### config.mk
export PLATFORM = sky130hd
export DESIGN_NAME = cbi_irq_ctrl
export DESIGN_NICKNAME = d
export VERILOG_FILES = /design/src/core/cbi_pkg.sv /design/src/core/cbi_change_det.sv /design/src/core/cbi_irq_ctrl.sv
export SDC_FILE = /design/constraint.sdc
export NUM_CORES = 1
export LEC_CHECK = 0
export ABC_AREA = 1
export BUFFER_PORTS_ARGS = -buffer_cell sky130_fd_sc_hd__buf_2
export CAP_MARGIN = 30
export CORE_MARGIN = 5
export CORE_UTILIZATION = 35
export CTS_BUF_LIST = sky130_fd_sc_hd__clkbuf_2 sky130_fd_sc_hd__clkbuf_4 sky130_fd_sc_hd__clkbuf_8
export DETAILED_ROUTE_END_ITERATION = 8
export PLACE_DENSITY_LB_ADDON = 0.3
export SETUP_SLACK_MARGIN = 0.05
export SYNTH_ARGS = -nofsm -noshare
export SYNTH_HDL_FRONTEND = slang
export SYNTH_SLANG_ARGS = --single-unit
export TNS_END_PERCENT = 30
### constraint.sdc
create_clock -name mclk_in -period 1.4 [get_ports mclk_in]
set_clock_uncertainty 0.05 [all_clocks]
set_input_delay 0.28 -clock mclk_in [delete_from_list [all_inputs] [get_ports mclk_in]]
set_output_delay 0.28 -clock mclk_in [all_outputs]
set_load 0.005 [all_outputs]
### src/core/cbi_pkg.sv
// Constants, field layout and phase type of the buffer interrupt controller.
// Assumes one clock domain and an APB master with 32-bit data.
//
// Summary of operation
// - Enable bit 31 gates every interrupt
// - Reserved bits read zero, ignore writes
// - Four per-source enables, reset to disabled
// - Owner field change sets status bit 3
// - Grant from no owner sets nothing
// - Completed flag clear sets status bit 2
// - Ready entry after request sets bit 1
// - Finished launched command sets bit 0
// - Cancelled command also sets bit 0
// - Status bits clear only on write one
package cbi_pkg;

    // ----------------------------------------------------------------
    // Bus geometry and register map
    // ----------------------------------------------------------------
    localparam int unsigned DATA_W     = 32;
    localparam int unsigned ADDR_W     = 12;
    localparam logic [11:0] OFS_ENABLE = 12'h000;
    localparam logic [11:0] OFS_STATUS = 12'h004;
    localparam logic [31:0] RD_ZERO    = 32'h0000_0000;

    // ----------------------------------------------------------------
    // Field positions and reset values
    // ----------------------------------------------------------------
    localparam int unsigned BIT_GATE   = 31;
    localparam int unsigned SRC_N      = 4;
    localparam int unsigned SRC_OWNER  = 3;
    localparam int unsigned SRC_FLAG   = 2;
    localparam int unsigned SRC_READY  = 1;
    localparam int unsigned SRC_CMD    = 0;
    localparam logic [3:0]  SRC_RST    = 4'h0;
    localparam logic        GATE_RST   = 1'b0;

    // ----------------------------------------------------------------
    // Side inputs
    // ----------------------------------------------------------------
    localparam int unsigned OWNER_W      = 3;
    localparam int unsigned START_W      = 4;
    localparam logic [3:0]  START_LAUNCH = 4'h1;
    localparam logic [3:0]  START_CLEAR  = 4'h0;

    // ----------------------------------------------------------------
    // APB phase tracker
    // ----------------------------------------------------------------
    typedef enum logic [1:0] {
        PH_IDLE   = 2'b01,
        PH_ACCESS = 2'b10
    } cbi_phase_type;

endpackage : cbi_pkg

### src/core/cbi_change_det.sv
// Change detector: remembers the last value of a level and flags a change.
// Assumes the watched level is synchronous to the clock.
module cbi_change_det #(
    parameter int unsigned WIDTH = 3
) (
    input  wire logic             mclk_in,
    input  wire logic             sys_rst_in,
    input  wire logic [WIDTH-1:0] level_in,
    output logic      [WIDTH-1:0] prev_out,
    output logic                  changed_out
);

    // ----------------------------------------------------------------
    // Storage
    // ----------------------------------------------------------------
    logic [WIDTH-1:0] prev_q, prev_d;
    logic             valid_q, valid_d;

    initial begin
        if (WIDTH < 1) begin
            $error("cbi_change_det: WIDTH must be at least 1");
        end
    end

    // Valid flag hides the reset value, so a nonzero level is no false change
    always_comb begin
        prev_d  = level_in;
        valid_d = 1'b1;
    end

    always_ff @(posedge mclk_in) begin
        if (sys_rst_in) begin
            prev_q  <= '0;
            valid_q <= 1'b0;
        end else begin
            prev_q  <= prev_d;
            valid_q <= valid_d;
        end
    end

    assign prev_out    = prev_q;
    assign changed_out = valid_q && (level_in != prev_q);

endmodule : cbi_change_det

### src/core/cbi_irq_ctrl.sv
// Interrupt enable and sticky status logic of the command response buffer.
// Assumes an APB master on mclk_in and event levels synchronous to it.
module cbi_irq_ctrl (
    input  wire logic                          mclk_in,
    input  wire logic                          sys_rst_in,
    // APB slave
    input  wire logic                          apb_psel_in,
    input  wire logic                          apb_penable_in,
    input  wire logic                          apb_pwrite_in,
    input  wire logic [cbi_pkg::ADDR_W-1:0]    apb_paddr_in,
    input  wire logic [cbi_pkg::DATA_W-1:0]    apb_pwdata_in,
    output logic      [cbi_pkg::DATA_W-1:0]    apb_prdata_out,
    output logic                               apb_pready_out,
    output logic                               apb_pslverr_out,
    // Owner state
    input  wire logic [cbi_pkg::OWNER_W-1:0]   owner_field_in,
    input  wire logic                          owner_present_in,
    // Established flag clearing
    input  wire logic                          established_flag_clear_req_in,
    input  wire logic                          established_flag_in,
    // Ready entry
    input  wire logic                          ready_request_in,
    input  wire logic                          idle_flag_in,
    // Command engine
    input  wire logic [cbi_pkg::START_W-1:0]   cmd_launch_ctrl_in,
    input  wire logic                          resp_avail_in,
    input  wire logic                          cmd_cancel_done_in,
    // Interrupt
    output logic                               irq_out
);
    import cbi_pkg::*;

    // ----------------------------------------------------------------
    // Address decode
    // ----------------------------------------------------------------
    function automatic logic addr_is(input logic [ADDR_W-1:0] addr, input logic [11:0] ofs);
        addr_is = (addr == ofs);
    endfunction : addr_is

    // ----------------------------------------------------------------
    // Declarations
    // ----------------------------------------------------------------
    cbi_phase_type           phase_q, phase_d;
    logic [DATA_W-1:0]       prdata_q, prdata_d;
    logic                    pslverr_q, pslverr_d;
    logic                    gate_q, gate_d;
    logic [SRC_N-1:0]        en_q, en_d;
    logic [SRC_N-1:0]        status_q, status_d;
    logic                    owner_present_q, owner_present_d;
    logic                    flag_arm_q, flag_arm_d;
    logic                    ready_arm_q, ready_arm_d;
    logic                    cmd_arm_q, cmd_arm_d;
    logic [SRC_N-1:0]        set_vec;
    logic [SRC_N-1:0]        clr_vec;
    logic                    owner_changed;
    logic                    setup_cyc;
    logic                    wr_take;
    logic                    wr_enable;
    logic                    wr_status;

    // ----------------------------------------------------------------
    // APB phase tracking
    // ----------------------------------------------------------------
    // Zero wait states: every access phase completes on its first edge
    assign apb_pready_out  = 1'b1;
    assign apb_prdata_out  = prdata_q;
    assign apb_pslverr_out = pslverr_q;
    assign setup_cyc       = apb_psel_in && !apb_penable_in;
    assign wr_take         = (phase_q == PH_ACCESS) && apb_psel_in && apb_penable_in && apb_pwrite_in;
    assign wr_enable       = wr_take && addr_is(apb_paddr_in, OFS_ENABLE);
    assign wr_status       = wr_take && addr_is(apb_paddr_in, OFS_STATUS);

    // Read data latched in setup so it is a flop output during access
    always_comb begin
        phase_d   = phase_q;
        prdata_d  = prdata_q;
        pslverr_d = pslverr_q;
        case (phase_q)
            PH_IDLE: begin
                if (setup_cyc) begin
                    phase_d = PH_ACCESS;
                end
            end
            PH_ACCESS: begin
                if (!(apb_psel_in && apb_penable_in)) begin
                    phase_d = setup_cyc ? PH_ACCESS : PH_IDLE;
                end else begin
                    phase_d = PH_IDLE;
                end
            end
            default: begin
                phase_d = PH_IDLE;
            end
        endcase
        if (setup_cyc) begin
            prdata_d  = RD_ZERO;
            pslverr_d = 1'b0;
            if (addr_is(apb_paddr_in, OFS_ENABLE)) begin
                prdata_d[BIT_GATE]  = gate_q;
                prdata_d[SRC_N-1:0] = en_q;          // Bits 30:4 stay zero
            end else if (addr_is(apb_paddr_in, OFS_STATUS)) begin
                prdata_d[SRC_N-1:0] = status_q;      // Bits 31:4 stay zero
            end else begin
                pslverr_d = 1'b1;                    // Unmapped address
            end
        end
    end

    always_ff @(posedge mclk_in) begin
        if (sys_rst_in) begin
            phase_q   <= PH_IDLE;
            prdata_q  <= RD_ZERO;
            pslverr_q <= 1'b0;
        end else begin
            phase_q   <= phase_d;
            prdata_q  <= prdata_d;
            pslverr_q <= pslverr_d;
        end
    end

    // ----------------------------------------------------------------
    // Enable register
    // ----------------------------------------------------------------
    // Only the gate and the four source bits are stored; the rest is wired zero
    always_comb begin
        gate_d = gate_q;
        en_d   = en_q;
        if (wr_enable) begin
            gate_d = apb_pwdata_in[BIT_GATE];
            en_d   = apb_pwdata_in[SRC_N-1:0];
        end
    end

    always_ff @(posedge mclk_in) begin
        if (sys_rst_in) begin
            gate_q <= GATE_RST;
            en_q   <= SRC_RST;
        end else begin
            gate_q <= gate_d;
            en_q   <= en_d;
        end
    end

    // ----------------------------------------------------------------
    // Event detection
    // ----------------------------------------------------------------
    cbi_change_det #(
        .WIDTH       (OWNER_W)
    ) u_owner_det (
        .mclk_in     (mclk_in),
        .sys_rst_in  (sys_rst_in),
        .level_in    (owner_field_in),
        .prev_out    (),
        .changed_out (owner_changed)
    );

    // Arms remember a pending request until its completion is seen
    always_comb begin
        owner_present_d = owner_present_in;
        flag_arm_d      = flag_arm_q;
        ready_arm_d     = ready_arm_q;
        cmd_arm_d       = cmd_arm_q;
        set_vec         = '0;
        // Grant from an empty owner slot is immediate and silent
        set_vec[SRC_OWNER] = owner_changed && owner_present_q;
        if (flag_arm_q && !established_flag_in) begin
            set_vec[SRC_FLAG] = 1'b1;
            flag_arm_d        = 1'b0;
        end
        if (established_flag_clear_req_in) begin
            flag_arm_d = 1'b1;
        end
        if (ready_arm_q && !idle_flag_in) begin
            set_vec[SRC_READY] = 1'b1;
            ready_arm_d        = 1'b0;
        end
        if (ready_request_in) begin
            ready_arm_d = 1'b1;
        end
        if (cmd_arm_q && (cmd_launch_ctrl_in == START_CLEAR) && resp_avail_in) begin
            set_vec[SRC_CMD] = 1'b1;
            cmd_arm_d        = 1'b0;
        end
        if (cmd_cancel_done_in) begin
            set_vec[SRC_CMD] = 1'b1;
            cmd_arm_d        = 1'b0;
        end
        if (cmd_launch_ctrl_in == START_LAUNCH) begin
            cmd_arm_d = 1'b1;
        end
    end

    always_ff @(posedge mclk_in) begin
        if (sys_rst_in) begin
            owner_present_q <= 1'b0;
            flag_arm_q      <= 1'b0;
            ready_arm_q     <= 1'b0;
            cmd_arm_q       <= 1'b0;
        end else begin
            owner_present_q <= owner_present_d;
            flag_arm_q      <= flag_arm_d;
            ready_arm_q     <= ready_arm_d;
            cmd_arm_q       <= cmd_arm_d;
        end
    end

    // ----------------------------------------------------------------
    // Sticky status register
    // ----------------------------------------------------------------
    assign clr_vec = wr_status ? apb_pwdata_in[SRC_N-1:0] : '0;

    // Set wins over a clear in the same cycle, so no event is lost
    always_comb begin
        status_d = (status_q & ~clr_vec) | set_vec;
    end

    always_ff @(posedge mclk_in) begin
        if (sys_rst_in) begin
            status_q <= SRC_RST;
        end else begin
            status_q <= status_d;
        end
    end

    // ----------------------------------------------------------------
    // Interrupt output
    // ----------------------------------------------------------------
    // Level output, follows status within the same cycle
    assign irq_out = gate_q && (|(status_q & en_q));
endmodule : cbi_irq_ctrl

==> run summary <==
The cell at the root of the clock tree is sky130_fd_sc_hd__clkbuf_8. The hold violation total from the final report came out at 0. The tightest min-delay check is of the input port to flip-flop type. The clock share of power came out at a little under a third.

The max-slew violation total from the final report came out at 0. The layout has ~420 filler cells. The combinational group share of total power is between 10 and 15%.

In the layout the commonest cells are sky130_fd_sc_hd__buf_2 (42), sky130_fd_sc_hd__nand2_1 (28), sky130_fd_sc_hd__conb_1 (28), sky130_fd_sc_hd__nor2_1 (25), sky130_fd_sc_hd__inv_1 (19). The maximum number of pins on one net before global-route repair is 20. The number of cells in the design after placement is 279. The placed standard-cell area is approximately 0.0016 mm². From synthesis to final layout, the design area changed by 23.3%.

The number of global-route vias before repair is 1002. By area the synthesized netlist is led by sky130_fd_sc_hd__dfxtp_1 (36%), sky130_fd_sc_hd__buf_4 (15%), sky130_fd_sc_hd__nand2_1 (7.9%). The gate family responsible for the most delay along the worst path is flip-flops. The setup violation total in the final timing report came out at 0. The number of buffers on the longest clock path is 2.

The critical path is of the flip-flop to primary output type. The first-pass GRT wire length is 4.31 mm. In this run the mean area of a mapped cell was between 7 and 8 µm². For the worst setup path, the data arrival time is 1.02 ns. For this block, the via count after detailed routing is approximately 1200. The number of clock sinks is 25. Yosys printed 0 warnings. The via count normalized by instance count came out at 4.23.

The residual overflow from global routing is 0. The number of nets in the layout came out at 306. The number of non-filler instances in the completed layout is approximately 290. The final routed wire length divided by cell count is a little under 10 µm. The flow ran to the end, and the final reports show no timing, DRC or antenna violations. The worst-case hold slack is around 0.15 ns.

The count of TritonRoute iterations in the first routing pass is 4. The total standard cell area after synthesis came out at 0.00137 mm². The register share of total power is 53.6%. The area used by sequential logic in the layout is 513 µm². The delay contributed by the slowest stage of the critical path came out at ~0.35 ns. The synthesized design contains 25 register bits. The detailed placer's ending HPWL came out at between 2 and 2.5 mm. The power per cell area is around 840 mW/mm². The final standard cell area without fillers is around 0.0017 mm². The chip width came out at 72.6 µm. The initial core utilization came out at a little over a third. The area of the core region is around 0.0037 mm².

Of the available clock period, the critical path in the final layout requires 96.1%. For the worst setup path, the data required time is 1.07 ns. The synthesized-area fraction occupied by and/or/nand/nor cells came out at about 29%. The switching portion of total power is a little over a quarter. The number of distinct standard cells referenced by the synthesized netlist is 22. The site row count came out at 22.

The final critical path time including I/O delays and setup is 1.35 ns. The aggregate routed wire length came out at between 2 and 3 mm. The number of port buffers is 42.

Of all cell types, the one taking the most synthesized area is sky130_fd_sc_hd__dfxtp_1. STA classifies the critical path startpoint as a flip-flop. The initial antenna violation count was 0. The area used by multi-input combinational logic came out at 693 µm². Across the VDD grid, the largest voltage drop is around 810 µV. The xor/xnor share of the synthesized area is about 1.9%.

The chip height is approximately 73 µm. The power spent charging and discharging nets is between 0.0003 and 0.0004 W. The internal power consumption came out at 0.00105 W.

Summing the areas of all compound-gate instances in the mapped netlist gives under 10% of the synthesized area. The adder-cell area share of the yosys netlist is under 10%. The sequential fraction of the synthesis area came out at a little over a third.

Together, buffers and inverters on the worst path number 1. For this run, the top clock speed supported by timing is ~740 MHz. Counting every instance in the synthesized netlist gives 190. The critical-path maximum fanout came out at 2. The clock insertion delay at the later pin of the skew report came out at 0.27 ns. The floorplan die area is 0.00527 mm².

The top-area cell type share of the netlist area came out at 36.5%. The number of ports placed on the die boundary came out at 98. The final RePlAce weighted congestion came out at 0.761. The number of levels the H-tree was split into is 1. The fraction of final layout cells with drive strength greater than 1 is ~32%.

STA classifies the critical path endpoint as a primary output. The number of antenna cells inserted came out at 0. The clock input transition at the sequential cells of the worst setup and hold paths came out at ~0.10 ns.

Walking the worst path, the cells encountered are nand2_2 -> a41oi_2 -> buf_2. The number of clock buffers added by TritonCTS is 3. The count of unresolved DRC violations after routing came out at 0. Leaving out fill and tap cells, the most frequent cell in the layout is sky130_fd_sc_hd__buf_2. The number of hold buffers added after CTS is 0.

The fraction of synthesized area in multiplexers came out at 0%. For the final routed database, the setup TNS stands at 0 ns. Setup repair after global routing could not meet its margin everywhere. The largest family of logic cells by synthesized area is simple AND/OR/NAND/NOR gates.

The detailed router's first-iteration violation count is 29. The total power of the final layout came out at 0.00143 W. The number of routed nets with antenna violations came out at 0. The overall global routing resource usage came out at 10.1%. TritonCTS built the clock tree.

The cell type of the slowest stage on the worst timing path is sky130_fd_sc_hd__dfxtp_2. The leakage dissipation came out at a little over 0.8 nW. The max capacitance violation total is 0.
[cell families after synthesis]
family,count (synthesis)
AND/OR/NAND/NOR,87
AO/OA/AOI/OAI,19
other,2
buffers and inverters,52
adder cells (fa/ha/maj),2
flip-flops,25
XOR/XNOR,3
[layer usage]
metal / GRT usage, % / up-vias / wire length, µm
li1: - / 649 / -
met3: 3.72 / 2 / 263
met1: 12.8 / 524 / 1200
met2: 16.6 / 43 / 1340
met4: 1.84 / 0 / 17
met5: 0 / - / 0
[per-stage QoR]
stage / utilization [%] / setup slack [ns]
5_1_grt: 45.2 / -0.0150
6_report: 45.2 / 0.0542
4_1_cts: 44.5 / 0.0320
2_1_floorplan: - / 0.132
3_3_place_gp: 41.6 / 0.0918
3_5_place_dp: 41.6 / 0.0815
[timing repair]
item                       CTS  global route
resized for setup           10             8
setup endpoints to repair    1            10
gates cloned                 0             0
setup buffers                5             0
pin swaps                    2             4
[power groups by stage]
stage | clock network, W | registers (W) | logic, W
floorplan | 0 | 0.000777 | 0.000168
global placement | 0 | 0.000779 | 0.000193
detailed placement | 0 | 0.000780 | 0.000194
CTS | 0.000470 | 0.000763 | 0.000205
global route | 0.000505 | 0.000770 | 0.000244
finish | 0.000454 | 0.000765 | 0.000209
[state kept, by name, summed over array words and instances, names as in the netlist]
| signal | cells |
|---|---|
| u_owner_det.prev_out | 3 |
| status_q | 4 |
| gate_q | 1 |
| apb_pslverr_out | 1 |
| flag_arm_q | 1 |
| u_owner_det.valid_q | 1 |
| en_q | 4 |
| phase_q | 2 |
| owner_present_q | 1 |
| apb_prdata_out | 5 |
| ready_arm_q | 1 |
| cmd_arm_q | 1 |
[final timing paths]
check	end	from	cells past startpoint	slack, ns
worst max-delay path	irq_out	status_q[0]$_SDFF_PP0_	3	0.05
worst min-delay path	owner_present_q$_SDFF_PP0_	owner_present_in	3	0.15
worst max register to register	status_q[2]$_SDFF_PP0_	phase_q[0]$_SDFFE_PP1P_	8	0.12
worst min register to register	status_q[1]$_SDFF_PP0_	ready_arm_q$_SDFFE_PP0P_	2	0.41
[cells in the mapped netlist]
master / number
sky130_fd_sc_hd__xnor2_1: 3
sky130_fd_sc_hd__ha_1: 2
sky130_fd_sc_hd__nand3_2: 1
sky130_fd_sc_hd__nand4_1: 8
sky130_fd_sc_hd__or2_2: 1
sky130_fd_sc_hd__nand3b_1: 1
sky130_fd_sc_hd__a41oi_1: 1
sky130_fd_sc_hd__nor2_4: 2
sky130_fd_sc_hd__buf_6: 1
sky130_fd_sc_hd__nand3_1: 18
sky130_fd_sc_hd__buf_2: 1
sky130_fd_sc_hd__clkbuf_1: 2
sky130_fd_sc_hd__o21ai_0: 2
sky130_fd_sc_hd__nor2_1: 25
sky130_fd_sc_hd__nand2_1: 29
sky130_fd_sc_hd__a21oi_1: 15
sky130_fd_sc_hd__inv_1: 20
sky130_fd_sc_hd__dfxtp_1: 25
sky130_fd_sc_hd__a22o_1: 1
sky130_fd_sc_hd__nor2_2: 2
sky130_fd_sc_hd__buf_4: 28
sky130_fd_sc_hd__conb_1: 2
[worst register-to-register path, delay by kind of cell (launching register included)]
family / cells / cell delay [ns]
compound gates: 1 / 0.06
fa+ha+maj: 1 / 0.13
buf+inv: 2 / 0.21
flops: 1 / 0.33
simple gates: 4 / 0.40
[cell type report]
cell class | instances | area share [%]
Timing Repair Buffer | 52 | 17.8
Sequential cell | 25 | 30.3
Multi-Input combinational cell | 139 | 40.9
Inverter | 20 | 4.43
Clock inverter | 1 | 0.517
Clock buffer | 3 | 2.44
Tap cell | 48 | 3.55
(Power assumes the default switching activity.)
